File: src/design/cgo_pkg.sv
// Constants, field layouts, lookup functions and carrier types for the
// channel 5-8 gain, offset, high-pass and test-pattern block.
// Assumes a single 100 MHz clock and 14-bit two's-complement samples.
//
// Contract
// - With gain enabled, channel 8 is scaled by N x 0.2 dB, N from bits 15-11.
// - With offset enabled, channel 8 gets the signed 10-bit offset, one step per LSB.
// - With per-lane select, each lane 5-8 PRBS bit substitutes PRBS data.
// - With per-lane select, 3-bit codes choose the pattern on lanes 5 and 6.
// - Enabled filter computes y = 2^k/(2^k+1) x (x(n) - x(n-1) + y(n-1)).
// - Enable bit 0 low bypasses the filter on channels 5-8; high filters all four.
package cgo_pkg;

  ////////////////////////////////////////////////////////////////////////////
  // Widths.
  localparam int SAMPLE_W = 14;
  localparam int ADDR_W   = 6;
  localparam int DATA_W   = 16;
  localparam int LANES    = 4;
  localparam int HIST_W   = 16;
  localparam int PRBS_W   = 15;

  // Register offsets.
  localparam logic [ADDR_W-1:0] ADDR_GAIN_OFS = 6'h1F;
  localparam logic [ADDR_W-1:0] ADDR_OFS_COPY = 6'h20;
  localparam logic [ADDR_W-1:0] ADDR_PAT_HPF  = 6'h21;
  localparam logic [ADDR_W-1:0] ADDR_GLOBAL   = 6'h3E;
  localparam logic [ADDR_W-1:0] ADDR_STATUS   = 6'h3F;
  localparam logic [DATA_W-1:0] REG_RESET     = 16'h0000;

  // Field positions.
  localparam int GAIN_MSB = 15;
  localparam int GAIN_LSB = 11;
  localparam int OFS_MSB  = 9;
  localparam int OFS_LSB  = 0;
  localparam int PRBS5_BIT = 15;
  localparam int PRBS6_BIT = 14;
  localparam int PRBS7_BIT = 13;
  localparam int PRBS8_BIT = 12;
  localparam int PAT5_MSB = 11;
  localparam int PAT5_LSB = 9;
  localparam int PAT6_MSB = 8;
  localparam int PAT6_LSB = 6;
  localparam int K_MSB    = 4;
  localparam int K_LSB    = 1;
  localparam int HPF_BIT  = 0;
  localparam int GBL_GAIN_BIT = 0;
  localparam int GBL_OFS_BIT  = 1;
  localparam int GBL_SEL_BIT  = 2;
  localparam int GBL_GRPA_BIT = 3;
  localparam int GBL_W        = 4;

  // Arithmetic scaling and limits.
  localparam int GAIN_FRAC  = 12;
  localparam int RECIP_FRAC = 16;
  localparam logic [3:0] K_MIN = 4'h2;
  localparam logic [3:0] K_MAX = 4'hA;
  localparam logic [SAMPLE_W-1:0] SAMP_MAX = 14'h1FFF;
  localparam logic [SAMPLE_W-1:0] SAMP_MIN = 14'h2000;
  localparam logic [SAMPLE_W-1:0] PAT_ONES_WORD = 14'h3FFF;
  localparam logic [SAMPLE_W-1:0] PAT_TOG_A     = 14'h1555;
  localparam logic [SAMPLE_W-1:0] PAT_TOG_B     = 14'h2AAA;
  localparam logic [PRBS_W-1:0]   PRBS_SEED     = 15'h7FFF;

  // Pattern codes for lanes 5 and 6.
  localparam logic [2:0] PAT_NORMAL = 3'h0;
  localparam logic [2:0] PAT_ZEROS  = 3'h1;
  localparam logic [2:0] PAT_ONES   = 3'h2;
  localparam logic [2:0] PAT_TOGGLE = 3'h3;
  localparam logic [2:0] PAT_RAMP   = 3'h4;

  // One sample per lane with a common valid.
  typedef struct packed {
    logic                              valid;
    logic [LANES-1:0][SAMPLE_W-1:0]    data;
  } cgo_frame_s;

  ////////////////////////////////////////////////////////////////////////////
  // Linear gain of 10^(N x 0.01) in unsigned Q3.12 for 0.2 dB steps.
  function automatic logic [SAMPLE_W:0] gain_factor(input logic [4:0] n);
    logic [SAMPLE_W:0] g;
    g = 15'h1000;
    case (n)
      5'h00: g = 15'h1000;  5'h01: g = 15'h105F;  5'h02: g = 15'h10C1;  5'h03: g = 15'h1125;
      5'h04: g = 15'h118B;  5'h05: g = 15'h11F4;  5'h06: g = 15'h125F;  5'h07: g = 15'h12CC;
      5'h08: g = 15'h133D;  5'h09: g = 15'h13AF;  5'h0A: g = 15'h1425;  5'h0B: g = 15'h149D;
      5'h0C: g = 15'h1518;  5'h0D: g = 15'h1595;  5'h0E: g = 15'h1616;  5'h0F: g = 15'h169A;
      5'h10: g = 15'h1721;  5'h11: g = 15'h17AA;  5'h12: g = 15'h1838;  5'h13: g = 15'h18C8;
      5'h14: g = 15'h195C;  5'h15: g = 15'h19F3;  5'h16: g = 15'h1A8E;  5'h17: g = 15'h1B2C;
      5'h18: g = 15'h1BCE;  5'h19: g = 15'h1C74;  5'h1A: g = 15'h1D1E;  5'h1B: g = 15'h1DCB;
      5'h1C: g = 15'h1E7D;  5'h1D: g = 15'h1F33;  5'h1E: g = 15'h1FED;  5'h1F: g = 15'h20AB;
      default: g = 15'h1000;
    endcase
    return g;
  endfunction

  // 2^k/(2^k+1) in unsigned Q0.16; codes outside 2..10 clamp to the nearest end.
  function automatic logic [DATA_W-1:0] hpf_recip(input logic [3:0] k);
    logic [DATA_W-1:0] r;
    r = 16'hCCCD;
    case (k)
      4'h0, 4'h1, 4'h2: r = 16'hCCCD;
      4'h3: r = 16'hE38E;
      4'h4: r = 16'hF0F0;
      4'h5: r = 16'hF83E;
      4'h6: r = 16'hFC10;
      4'h7: r = 16'hFE04;
      4'h8: r = 16'hFF01;
      4'h9: r = 16'hFF80;
      default: r = 16'hFFC0;
    endcase
    return r;
  endfunction

  // Clamp a wide signed value into the 14-bit sample range.
  function automatic logic [SAMPLE_W-1:0] sat14(input logic signed [31:0] v);
    logic [SAMPLE_W-1:0] s;
    if (v > $signed({{18{SAMP_MAX[SAMPLE_W-1]}}, SAMP_MAX}))
      s = SAMP_MAX;
    else if (v < $signed({{18{SAMP_MIN[SAMPLE_W-1]}}, SAMP_MIN}))
      s = SAMP_MIN;
    else
      s = v[SAMPLE_W-1:0];
    return s;
  endfunction

endpackage

File: src/design/cgo_hpf_chan.sv
// One channel of the first-order digital high-pass filter with bypass.
// Assumes in_valid is a one-cycle pulse per sample and k is held steady.
`timescale 1ns/100ps
module cgo_hpf_chan
(
  // Clock and reset.
  input  wire logic                          clk,
  input  wire logic                          reset,
  // Control.
  input  wire logic                          filter_on,
  input  wire logic [3:0]                    filter_k,
  // Sample in.
  input  wire logic                          in_valid,
  input  wire logic [cgo_pkg::SAMPLE_W-1:0]  in_sample,
  // Sample out.
  output logic                               out_valid,
  output logic [cgo_pkg::SAMPLE_W-1:0]       out_sample
);

  ////////////////////////////////////////////////////////////////////////////
  logic                             on_d_r;
  logic [cgo_pkg::SAMPLE_W-1:0]     xp_r;
  logic signed [cgo_pkg::HIST_W-1:0] yp_r;
  wire                              turn_on = filter_on & ~on_d_r;
  wire  [cgo_pkg::DATA_W-1:0]       recip   = cgo_pkg::hpf_recip(filter_k);

  // History is taken as zero in the cycle the filter turns on, so a sample in
  // that very cycle never sees stale terms.
  wire signed [16:0] xp_eff = turn_on ? 17'h00000 : 17'($signed(xp_r));
  wire signed [16:0] yp_eff = turn_on ? 17'h00000 : 17'(yp_r);
  wire signed [16:0] diff   = 17'($signed(in_sample)) - xp_eff + yp_eff;
  wire signed [33:0] prod   = diff * $signed({1'b0, recip});
  wire signed [17:0] y_full = prod[33:cgo_pkg::RECIP_FRAC];
  wire signed [cgo_pkg::HIST_W-1:0] y_hist =
    (y_full > 18'sh07FFF) ? 16'sh7FFF : (y_full < -18'sh08000) ? -16'sh8000 : y_full[15:0];

  // Output stage: filtered or bypassed sample, one cycle after the input.
  always_ff @(posedge clk)
  begin
    if (reset)
    begin
      on_d_r     <= 1'b0;
      xp_r       <= '0;
      yp_r       <= '0;
      out_valid  <= 1'b0;
      out_sample <= '0;
    end
    else
    begin
      on_d_r    <= filter_on;
      out_valid <= in_valid;
      if (in_valid && filter_on)
      begin
        xp_r       <= in_sample;
        yp_r       <= y_hist;
        out_sample <= cgo_pkg::sat14(32'(y_full));
      end
      else
      begin
        if (turn_on)
        begin
          xp_r <= '0;
          yp_r <= '0;
        end
        if (in_valid)
          out_sample <= in_sample;
      end
    end
  end
endmodule

File: src/design/cgo_top.sv
// Channel 5-8 post-processing: channel 8 gain and offset, shared high-pass
// filter, and per-lane test-pattern substitution, with a plain register port.
// Assumes samples arrive synchronous to clk with a one-cycle valid per frame.
//
// Added by the designer: the strobed register port.
`timescale 1ns/100ps
module cgo_top
(
  // Clock and reset.
  input  wire logic                           clk,
  input  wire logic                           reset,
  // Register port.
  input  wire logic [cgo_pkg::ADDR_W-1:0]     reg_addr,
  input  wire logic [cgo_pkg::DATA_W-1:0]     reg_wdata,
  input  wire logic                           reg_wr,
  input  wire logic                           reg_rd,
  output logic [cgo_pkg::DATA_W-1:0]          reg_rdata,
  // Sample stream in, lanes 5 to 8 as indices 0 to 3.
  input  wire cgo_pkg::cgo_frame_s            in_frame,
  // Sample stream out, one per lane.
  output cgo_pkg::cgo_frame_s                 out_frame
);

  ////////////////////////////////////////////////////////////////////////////
  // Register file.
  logic [cgo_pkg::DATA_W-1:0] gain_ofs_r;
  logic [cgo_pkg::DATA_W-1:0] ofs_copy_r;
  logic [cgo_pkg::DATA_W-1:0] pat_hpf_r;
  logic [cgo_pkg::GBL_W-1:0]  global_r;
  logic [cgo_pkg::SAMPLE_W-1:0] last_ch8_r;

  // Address decode for writes.
  wire wr_gain_ofs = reg_wr && (reg_addr == cgo_pkg::ADDR_GAIN_OFS);
  wire wr_ofs_copy = reg_wr && (reg_addr == cgo_pkg::ADDR_OFS_COPY);
  wire wr_pat_hpf  = reg_wr && (reg_addr == cgo_pkg::ADDR_PAT_HPF);
  wire wr_global   = reg_wr && (reg_addr == cgo_pkg::ADDR_GLOBAL);

  // Every bit of 0x1F to 0x21 is stored as written, reserved ones included; 0x3E keeps bits 3-0 only. The host keeps reserved bits zero.
  always_ff @(posedge clk)
  begin
    if (reset)
    begin
      gain_ofs_r <= cgo_pkg::REG_RESET;
      ofs_copy_r <= cgo_pkg::REG_RESET;
      pat_hpf_r  <= cgo_pkg::REG_RESET;
      global_r   <= '0;
    end
    else
    begin
      if (wr_gain_ofs)
        gain_ofs_r <= reg_wdata;
      if (wr_ofs_copy)
        ofs_copy_r <= reg_wdata;
      if (wr_pat_hpf)
        pat_hpf_r <= reg_wdata;
      if (wr_global)
        global_r <= reg_wdata[cgo_pkg::GBL_W-1:0];
    end
  end

  // Read selection; unmapped addresses read as zero.
  wire [cgo_pkg::DATA_W-1:0] rd_word =
    (reg_addr == cgo_pkg::ADDR_GAIN_OFS) ? gain_ofs_r :
    (reg_addr == cgo_pkg::ADDR_OFS_COPY) ? ofs_copy_r :
    (reg_addr == cgo_pkg::ADDR_PAT_HPF)  ? pat_hpf_r  :
    (reg_addr == cgo_pkg::ADDR_GLOBAL)   ? {12'h000, global_r} :
    (reg_addr == cgo_pkg::ADDR_STATUS)   ? {2'h0, last_ch8_r} : 16'h0000;

  // Read data stands in the cycle after the strobe only.
  always_ff @(posedge clk)
  begin
    if (reset)
      reg_rdata <= '0;
    else
      reg_rdata <= reg_rd ? rd_word : 16'h0000;
  end

  ////////////////////////////////////////////////////////////////////////////
  // Control fields.
  wire       gain_apply_on        = global_r[cgo_pkg::GBL_GAIN_BIT];
  wire       offset_apply_on      = global_r[cgo_pkg::GBL_OFS_BIT];
  wire       per_lane_pattern_sel = global_r[cgo_pkg::GBL_SEL_BIT];
  wire       group_a_filter_on    = global_r[cgo_pkg::GBL_GRPA_BIT];
  wire [4:0] ch8_gain_steps       = gain_ofs_r[cgo_pkg::GAIN_MSB:cgo_pkg::GAIN_LSB];
  wire [9:0] ch8_offset_word      = gain_ofs_r[cgo_pkg::OFS_MSB:cgo_pkg::OFS_LSB];
  wire       lane5_prbs_on        = pat_hpf_r[cgo_pkg::PRBS5_BIT];
  wire       lane6_prbs_on        = pat_hpf_r[cgo_pkg::PRBS6_BIT];
  wire       lane7_prbs_on        = pat_hpf_r[cgo_pkg::PRBS7_BIT];
  wire       lane8_prbs_on        = pat_hpf_r[cgo_pkg::PRBS8_BIT];
  wire [2:0] lane5_pattern_code   = pat_hpf_r[cgo_pkg::PAT5_MSB:cgo_pkg::PAT5_LSB];
  wire [2:0] lane6_pattern_code   = pat_hpf_r[cgo_pkg::PAT6_MSB:cgo_pkg::PAT6_LSB];
  wire [3:0] group_b_filter_k     = pat_hpf_r[cgo_pkg::K_MSB:cgo_pkg::K_LSB];
  wire       group_b_filter_on    = pat_hpf_r[cgo_pkg::HPF_BIT];

  ////////////////////////////////////////////////////////////////////////////
  // Stage 1: channel 8 gain, then offset, then saturation. Gain comes first so
  // the offset keeps its one-LSB step whatever gain is set.
  wire [cgo_pkg::SAMPLE_W-1:0] ch8_in   = in_frame.data[cgo_pkg::LANES-1];
  wire [cgo_pkg::SAMPLE_W:0]   gain_lin = cgo_pkg::gain_factor(ch8_gain_steps);
  wire signed [29:0] gain_prod  = $signed(ch8_in) * $signed({1'b0, gain_lin});
  wire signed [17:0] gain_out   = gain_apply_on ? gain_prod[29:cgo_pkg::GAIN_FRAC]
                                                : 18'($signed(ch8_in));
  wire signed [17:0] ofs_ext    = offset_apply_on ? 18'($signed(ch8_offset_word))
                                                  : 18'sh00000;
  wire signed [18:0] ch8_sum    = 19'(gain_out) + 19'(ofs_ext);
  wire [cgo_pkg::SAMPLE_W-1:0] ch8_corr = cgo_pkg::sat14(32'(ch8_sum));

  cgo_pkg::cgo_frame_s s1_frame_r;

  // Lanes 5 to 7 pass through this stage unchanged to keep lanes aligned.
  always_ff @(posedge clk)
  begin
    if (reset)
      s1_frame_r <= '0;
    else
    begin
      s1_frame_r.valid <= in_frame.valid;
      if (in_frame.valid)
      begin
        s1_frame_r.data[cgo_pkg::LANES-2:0] <= in_frame.data[cgo_pkg::LANES-2:0];
        s1_frame_r.data[cgo_pkg::LANES-1]   <= ch8_corr;
      end
    end
  end

  ////////////////////////////////////////////////////////////////////////////
  // Stage 2: one filter per channel, all sharing the enable and k.
  logic [cgo_pkg::LANES-1:0]                    hpf_valid;
  logic [cgo_pkg::LANES-1:0][cgo_pkg::SAMPLE_W-1:0] hpf_data;

  for (genvar i = 0; i < cgo_pkg::LANES; i++)
  begin : g_hpf
    cgo_hpf_chan u_hpf
    (
      .clk        (clk),
      .reset      (reset),
      .filter_on  (group_b_filter_on),
      .filter_k   (group_b_filter_k),
      .in_valid   (s1_frame_r.valid),
      .in_sample  (s1_frame_r.data[i]),
      .out_valid  (hpf_valid[i]),
      .out_sample (hpf_data[i])
    );
  end

  ////////////////////////////////////////////////////////////////////////////
  // Stage 3: pattern substitution. The PRBS and the ramp advance once per
  // output frame, so the pattern seen on the lanes does not depend on gaps.
  logic [cgo_pkg::PRBS_W-1:0]   prbs_r;
  logic [cgo_pkg::SAMPLE_W-1:0] ramp_r;
  logic                         tog_r;
  wire  frame_out = hpf_valid[0];
  wire  prbs_fb   = prbs_r[cgo_pkg::PRBS_W-1] ^ prbs_r[cgo_pkg::PRBS_W-2];
  wire [cgo_pkg::SAMPLE_W-1:0] prbs_word = prbs_r[cgo_pkg::SAMPLE_W-1:0];

  // Coded pattern for one lane; PRBS takes priority over the code.
  function automatic logic [cgo_pkg::SAMPLE_W-1:0] lane_word(
    input logic                         sel,
    input logic                         prbs_on,
    input logic [2:0]                   code,
    input logic [cgo_pkg::SAMPLE_W-1:0] normal,
    input logic [cgo_pkg::SAMPLE_W-1:0] prbs,
    input logic [cgo_pkg::SAMPLE_W-1:0] ramp,
    input logic                         tog);
    logic [cgo_pkg::SAMPLE_W-1:0] w;
    w = normal;
    if (sel && prbs_on)
      w = prbs;
    else if (sel)
    begin
      case (code)
        cgo_pkg::PAT_ZEROS:  w = '0;
        cgo_pkg::PAT_ONES:   w = cgo_pkg::PAT_ONES_WORD;
        cgo_pkg::PAT_TOGGLE: w = tog ? cgo_pkg::PAT_TOG_B : cgo_pkg::PAT_TOG_A;
        cgo_pkg::PAT_RAMP:   w = ramp;
        default:             w = normal;
      endcase
    end
    return w;
  endfunction

  // Lanes 5 and 6 take PRBS or a code; lanes 7 and 8 take PRBS only here.
  wire [cgo_pkg::SAMPLE_W-1:0] lane5_word = lane_word(per_lane_pattern_sel, lane5_prbs_on,
    lane5_pattern_code, hpf_data[0], prbs_word, ramp_r, tog_r);
  wire [cgo_pkg::SAMPLE_W-1:0] lane6_word = lane_word(per_lane_pattern_sel, lane6_prbs_on,
    lane6_pattern_code, hpf_data[1], prbs_word, ramp_r, tog_r);
  wire [cgo_pkg::SAMPLE_W-1:0] lane7_word = lane_word(per_lane_pattern_sel, lane7_prbs_on,
    cgo_pkg::PAT_NORMAL, hpf_data[2], prbs_word, ramp_r, tog_r);
  wire [cgo_pkg::SAMPLE_W-1:0] lane8_word = lane_word(per_lane_pattern_sel, lane8_prbs_on,
    cgo_pkg::PAT_NORMAL, hpf_data[3], prbs_word, ramp_r, tog_r);

  // Pattern generators.
  always_ff @(posedge clk)
  begin
    if (reset)
    begin
      prbs_r <= cgo_pkg::PRBS_SEED;
      ramp_r <= '0;
      tog_r  <= 1'b0;
    end
    else if (frame_out)
    begin
      prbs_r <= {prbs_r[cgo_pkg::PRBS_W-2:0], prbs_fb};
      ramp_r <= ramp_r + 14'h0001;
      tog_r  <= ~tog_r;
    end
  end

  // Output registers; the status word keeps the last lane 8 sample.
  always_ff @(posedge clk)
  begin
    if (reset)
    begin
      out_frame  <= '0;
      last_ch8_r <= '0;
    end
    else
    begin
      out_frame.valid <= frame_out;
      if (frame_out)
      begin
        out_frame.data <= {lane8_word, lane7_word, lane6_word, lane5_word};
        last_ch8_r     <= lane8_word;
      end
    end
  end

  // The group 1-4 enable is only held for software; it steers nothing here.
  wire unused_grpa = group_a_filter_on;
endmodule

File: config.mk
export PLATFORM = sky130hd
export DESIGN_NAME = cgo_top
export DESIGN_NICKNAME = d
export VERILOG_FILES = /design/src/design/cgo_pkg.sv /design/src/design/cgo_hpf_chan.sv /design/src/design/cgo_top.sv
export SDC_FILE = /design/constraint.sdc
export NUM_CORES = 2
export LEC_CHECK = 0
export ABC_AREA = 1
export ABC_CLOCK_PERIOD_IN_PS = 10650
export BUFFER_PORTS_ARGS = -buffer_cell sky130_fd_sc_hd__buf_2
export CORE_AREA = 5 5 501 503
export DETAILED_ROUTE_END_ITERATION = 8
export DIE_AREA = 0 0 506 508
export HOLD_SLACK_MARGIN = 0.1
export SYNTH_ARGS = -nofsm -noshare
export SYNTH_HDL_FRONTEND = slang
export SYNTH_SLANG_ARGS = --single-unit
File: constraint.sdc
create_clock -name clk -period 10.65 [get_ports clk]
set_input_delay 2.13 -clock clk [delete_from_list [all_inputs] [get_ports clk]]
set_output_delay 2.13 -clock clk [all_outputs]
set_load 0.01 [all_outputs]
==> key figures <==
Outcome
  • Outcome: complete, no violations

Synth
  • Post-Syn Nets: 11780
  • Synth Warn #: 0
  • Syn_area_per_cell: 7.44 um2
  • #FFs+latches synth: 418
  • Sequential fraction of the synthesis area: 11.4%
  • Post-Syn Area: 73200 um2
  • Post-synth top flop: dfxtp_1
  • Async S/R FF share, synth: 0%
  • Gate Count Post-Synth: 9844
  • Library cells used by synthesis: 56
  • Number of flops mapped to enable cells by yosys: 0

STA
  • Worst slew margin: 30.2%
  • Setup Skew: 0.0581 ns
  • Final setup violation count: 0
  • Slew Limit Fails: 0
  • Min cycle time layout: 9.94 ns
  • Final Hold Viols: 0
  • Crit share post-route: 93.3%
  • FMAX: 0.101 GHz
  • Final TNS setup: 0 ns
  • Worst Max-Slew Pin Slew: 1.04 ns
  • RSZ-0062 raised after global routing: false

Global route
  • GRT Resource Usage Total: 17.5%
  • Met1 usage: 24.7%
  • Congestion Overflow GR: 0
  • Gr busiest metal: met2
  • M2 GR Usage: 28.6%
  • Antenna violations before repair: 7
  • Met3 Use GR: 1.90%
  • Vias in the first global route: 61139
  • Pin count of the biggest net entering global routing: 83
  • First-pass GRT wire length: 357000 um

Detailed routing
  • DR DRC count: 0
  • Drt first pass iters: 6
  • Via count: 61090
  • Overall routed net length: 226000 um
  • Routed Antenna Nets: 0
  • Initial DRC count: 4508
  • WL per Instance: 17.3 um
  • Vias per Instance: 4.67

Clock tree
  • Sink Count: 418
  • TritonCTS clock tree: built
  • Number of buffers created by CTS: 44
  • Clk buf depth: 3
  • Cts hold-fix bufs: 0
  • Clock H-tree levels: 2
  • Clk pin slew, worst setup/hold paths: 0.07 ns
  • Root buf cell: clkbuf_16
  • Worst-Skew Late Latency: 0.65 ns

Critical path
  • Worst setup EP type: flip-flop
  • CP required: 11.20 ns
  • Reg2Reg Capture Point: g_hpf[1].u_hpf.out_sample[12]$_SDFFE_PP0P_
  • Startpoint Class: flip-flop
  • Slowest CP cell: fa_1
  • R2R Path Start: pat_hpf_r[0]$_SDFFE_PP0P_
  • R2R depth: 46
  • CP most frequent cell: nand2_1
  • Crit Path Class: reg2reg
  • CP peak stage delay: 0.71 ns
  • Arr. time, crit path: 10.48 ns
  • R2R Setup Slk: 0.71 ns
  • Crit path max fanout: 18

Hold path
  • Hold path start: ofs_copy_r[2]$_SDFFE_PP0P_
  • Worst Hold Depth: 2
  • HP Class: reg2reg
  • Worst Hold End: ofs_copy_r[2]$_SDFFE_PP0P_

Die
  • Core ar.: 245000 um2
  • Die H: 508 um
  • Row count: 182
  • Die outline width: 506 um
  • Die area: 257000 um2
  • Initial core utilization: 29.8%
  • IO Pins: 156

Layout
  • Nets@finish: 11750
  • Layout cells sized above 1: 4.74%
  • Layout area overhead: 7.94%

Place
  • RePlAce Congestion: 0.928
  • # port buffers: 155
  • DP HPWL: 185000 um

Job
  • MaxCap Viol Count: 0
## cell families after synthesis
logic type | Yosys count | synth area share, %
AOI/OAI and AO/OA | 1091 | 8.34
adders and majority gates | 1853 | 45.1
xor gates and xnor gates | 97 | 1.16
and+or+nand+nor | 3540 | 19.3
DFF | 418 | 11.4
buffers and inverters | 2845 | 14.7
## layout make-up
cell class              instances  area [um2]
diodes                          2        5.00
clock buffers                  58        1220
clock inverters                21         287
fillers                     26651      166000
inverters                    2525        9490
multi-input cells            6581       54100
flip-flops and latches        418        8390
well taps                    3220        4030
repair buffers                244        1500
## cells in the mapped netlist (12+ instances only)
library cell / number / share of area, %
a211oi_1: 69 / 0.71
a21oi_1: 560 / 3.8
a31oi_1: 34 / 0.29
a32o_1: 12 / 0.16
buf_1: 15 / 0.077
buf_2: 25 / 0.17
clkbuf_1: 266 / 1.4
clkinv_1: 33 / 0.17
dfxtp_1: 418 / 11
fa_1: 1310 / 36
ha_1: 543 / 9.3
inv_1: 2466 / 13
inv_2: 26 / 0.13
nand2_1: 2306 / 12
nand2_2: 13 / 0.11
nand3_1: 226 / 1.5
nand3b_1: 16 / 0.16
nand4_1: 22 / 0.19
nor2_1: 794 / 4.1
nor3_1: 50 / 0.34
o211ai_1: 57 / 0.58
o21ai_0: 256 / 1.7
o21ai_1: 16 / 0.11
o21bai_1: 23 / 0.24
o22ai_1: 13 / 0.11
or2_1: 15 / 0.13
or2_2: 63 / 0.54
xnor2_1: 33 / 0.39
xor2_1: 64 / 0.77
## sequential cells by signal, summed over array words and instances (netlist names), 16 cells and up
name / flops
g_hpf.u_hpf.out_sample: 56
g_hpf.u_hpf.xp_r: 56
g_hpf.u_hpf.yp_r: 64
gain_ofs_r: 16
ofs_copy_r: 16
out_frame: 43
pat_hpf_r: 16
reg_rdata: 16
s1_frame_r: 57
## worst max-delay path by stage
stage                                                  to                 startpoint  slack (ns)
2_1_floorplan                 s1_frame_r[45]$_SDFFE_PP0P_               in_frame[44]        1.66
3_3_place_gp                  s1_frame_r[44]$_SDFFE_PP0P_               in_frame[44]        0.32
3_5_place_dp                  s1_frame_r[49]$_SDFFE_PP0P_               in_frame[44]        0.29
4_1_cts         g_hpf[0].u_hpf.out_sample[4]$_SDFFE_PP0P_  pat_hpf_r[0]$_SDFFE_PP0P_        0.44
5_1_grt         g_hpf[0].u_hpf.out_sample[9]$_SDFFE_PP0P_  pat_hpf_r[0]$_SDFFE_PP0P_        0.07
6_report       g_hpf[1].u_hpf.out_sample[12]$_SDFFE_PP0P_  pat_hpf_r[0]$_SDFFE_PP0P_        0.71
## worst max-delay path, delay by kind of cell, from the launching register on
kind	cells	cell delay [ns]
adder cells (fa/ha/maj)	10	4.46
AND/OR/NAND/NOR	25	3.45
AO/OA/AOI/OAI	3	0.46
buffers and inverters	8	1.12
flip-flops	1	0.38
## what timing repair did
| item | 4_1_cts | 5_1_grt |
|---|---|---|
| resized for setup | 0 | 8 |
| endpoints found under the setup margin | 0 | 77 |
| setup buffers | 0 | 1 |
## stage by stage
| stage | cell area [um2] | instances | utilization [%] | worst slack [ns] | hold slack [ns] |
|---|---|---|---|---|---|
| after floorplan | 73200 | 9844 | - | 1.66 | 0.422 |
| after global placement | 77500 | 12987 | 31.6 | 0.320 | 0.434 |
| after detailed placement | 77500 | 12987 | 31.6 | 0.289 | 0.437 |
| after CTS | 79000 | 13066 | 32.2 | 0.435 | 0.447 |
| after global routing | 79100 | 13068 | 32.2 | 0.0658 | 0.476 |
| final | 79100 | 13069 | 32.2 | 0.713 | 0.448 |
## placed cells by master, fill, tap and decap left out, drive strengths merged, types with 227 or more instances in the layout
cell type / instances
inv: 2497
nand2: 2319
fa: 1310
nor2: 803
a21oi: 562
ha: 543
dfxtp: 418
o21ai: 275
buf: 244
nand3: 227
## routing by layer
| metal | wire length, um | vias up |
|---|---|---|
| met5 | 30 | - |
| met4 | 6580 | 4 |
| met3 | 13500 | 301 |
| met2 | 104000 | 1818 |
| met1 | 103000 | 29896 |
| li1 | - | 29071 |
Power is not shown: default switching activity piles up to over one toggle a cycle in this logic, so the estimate is an artifact.
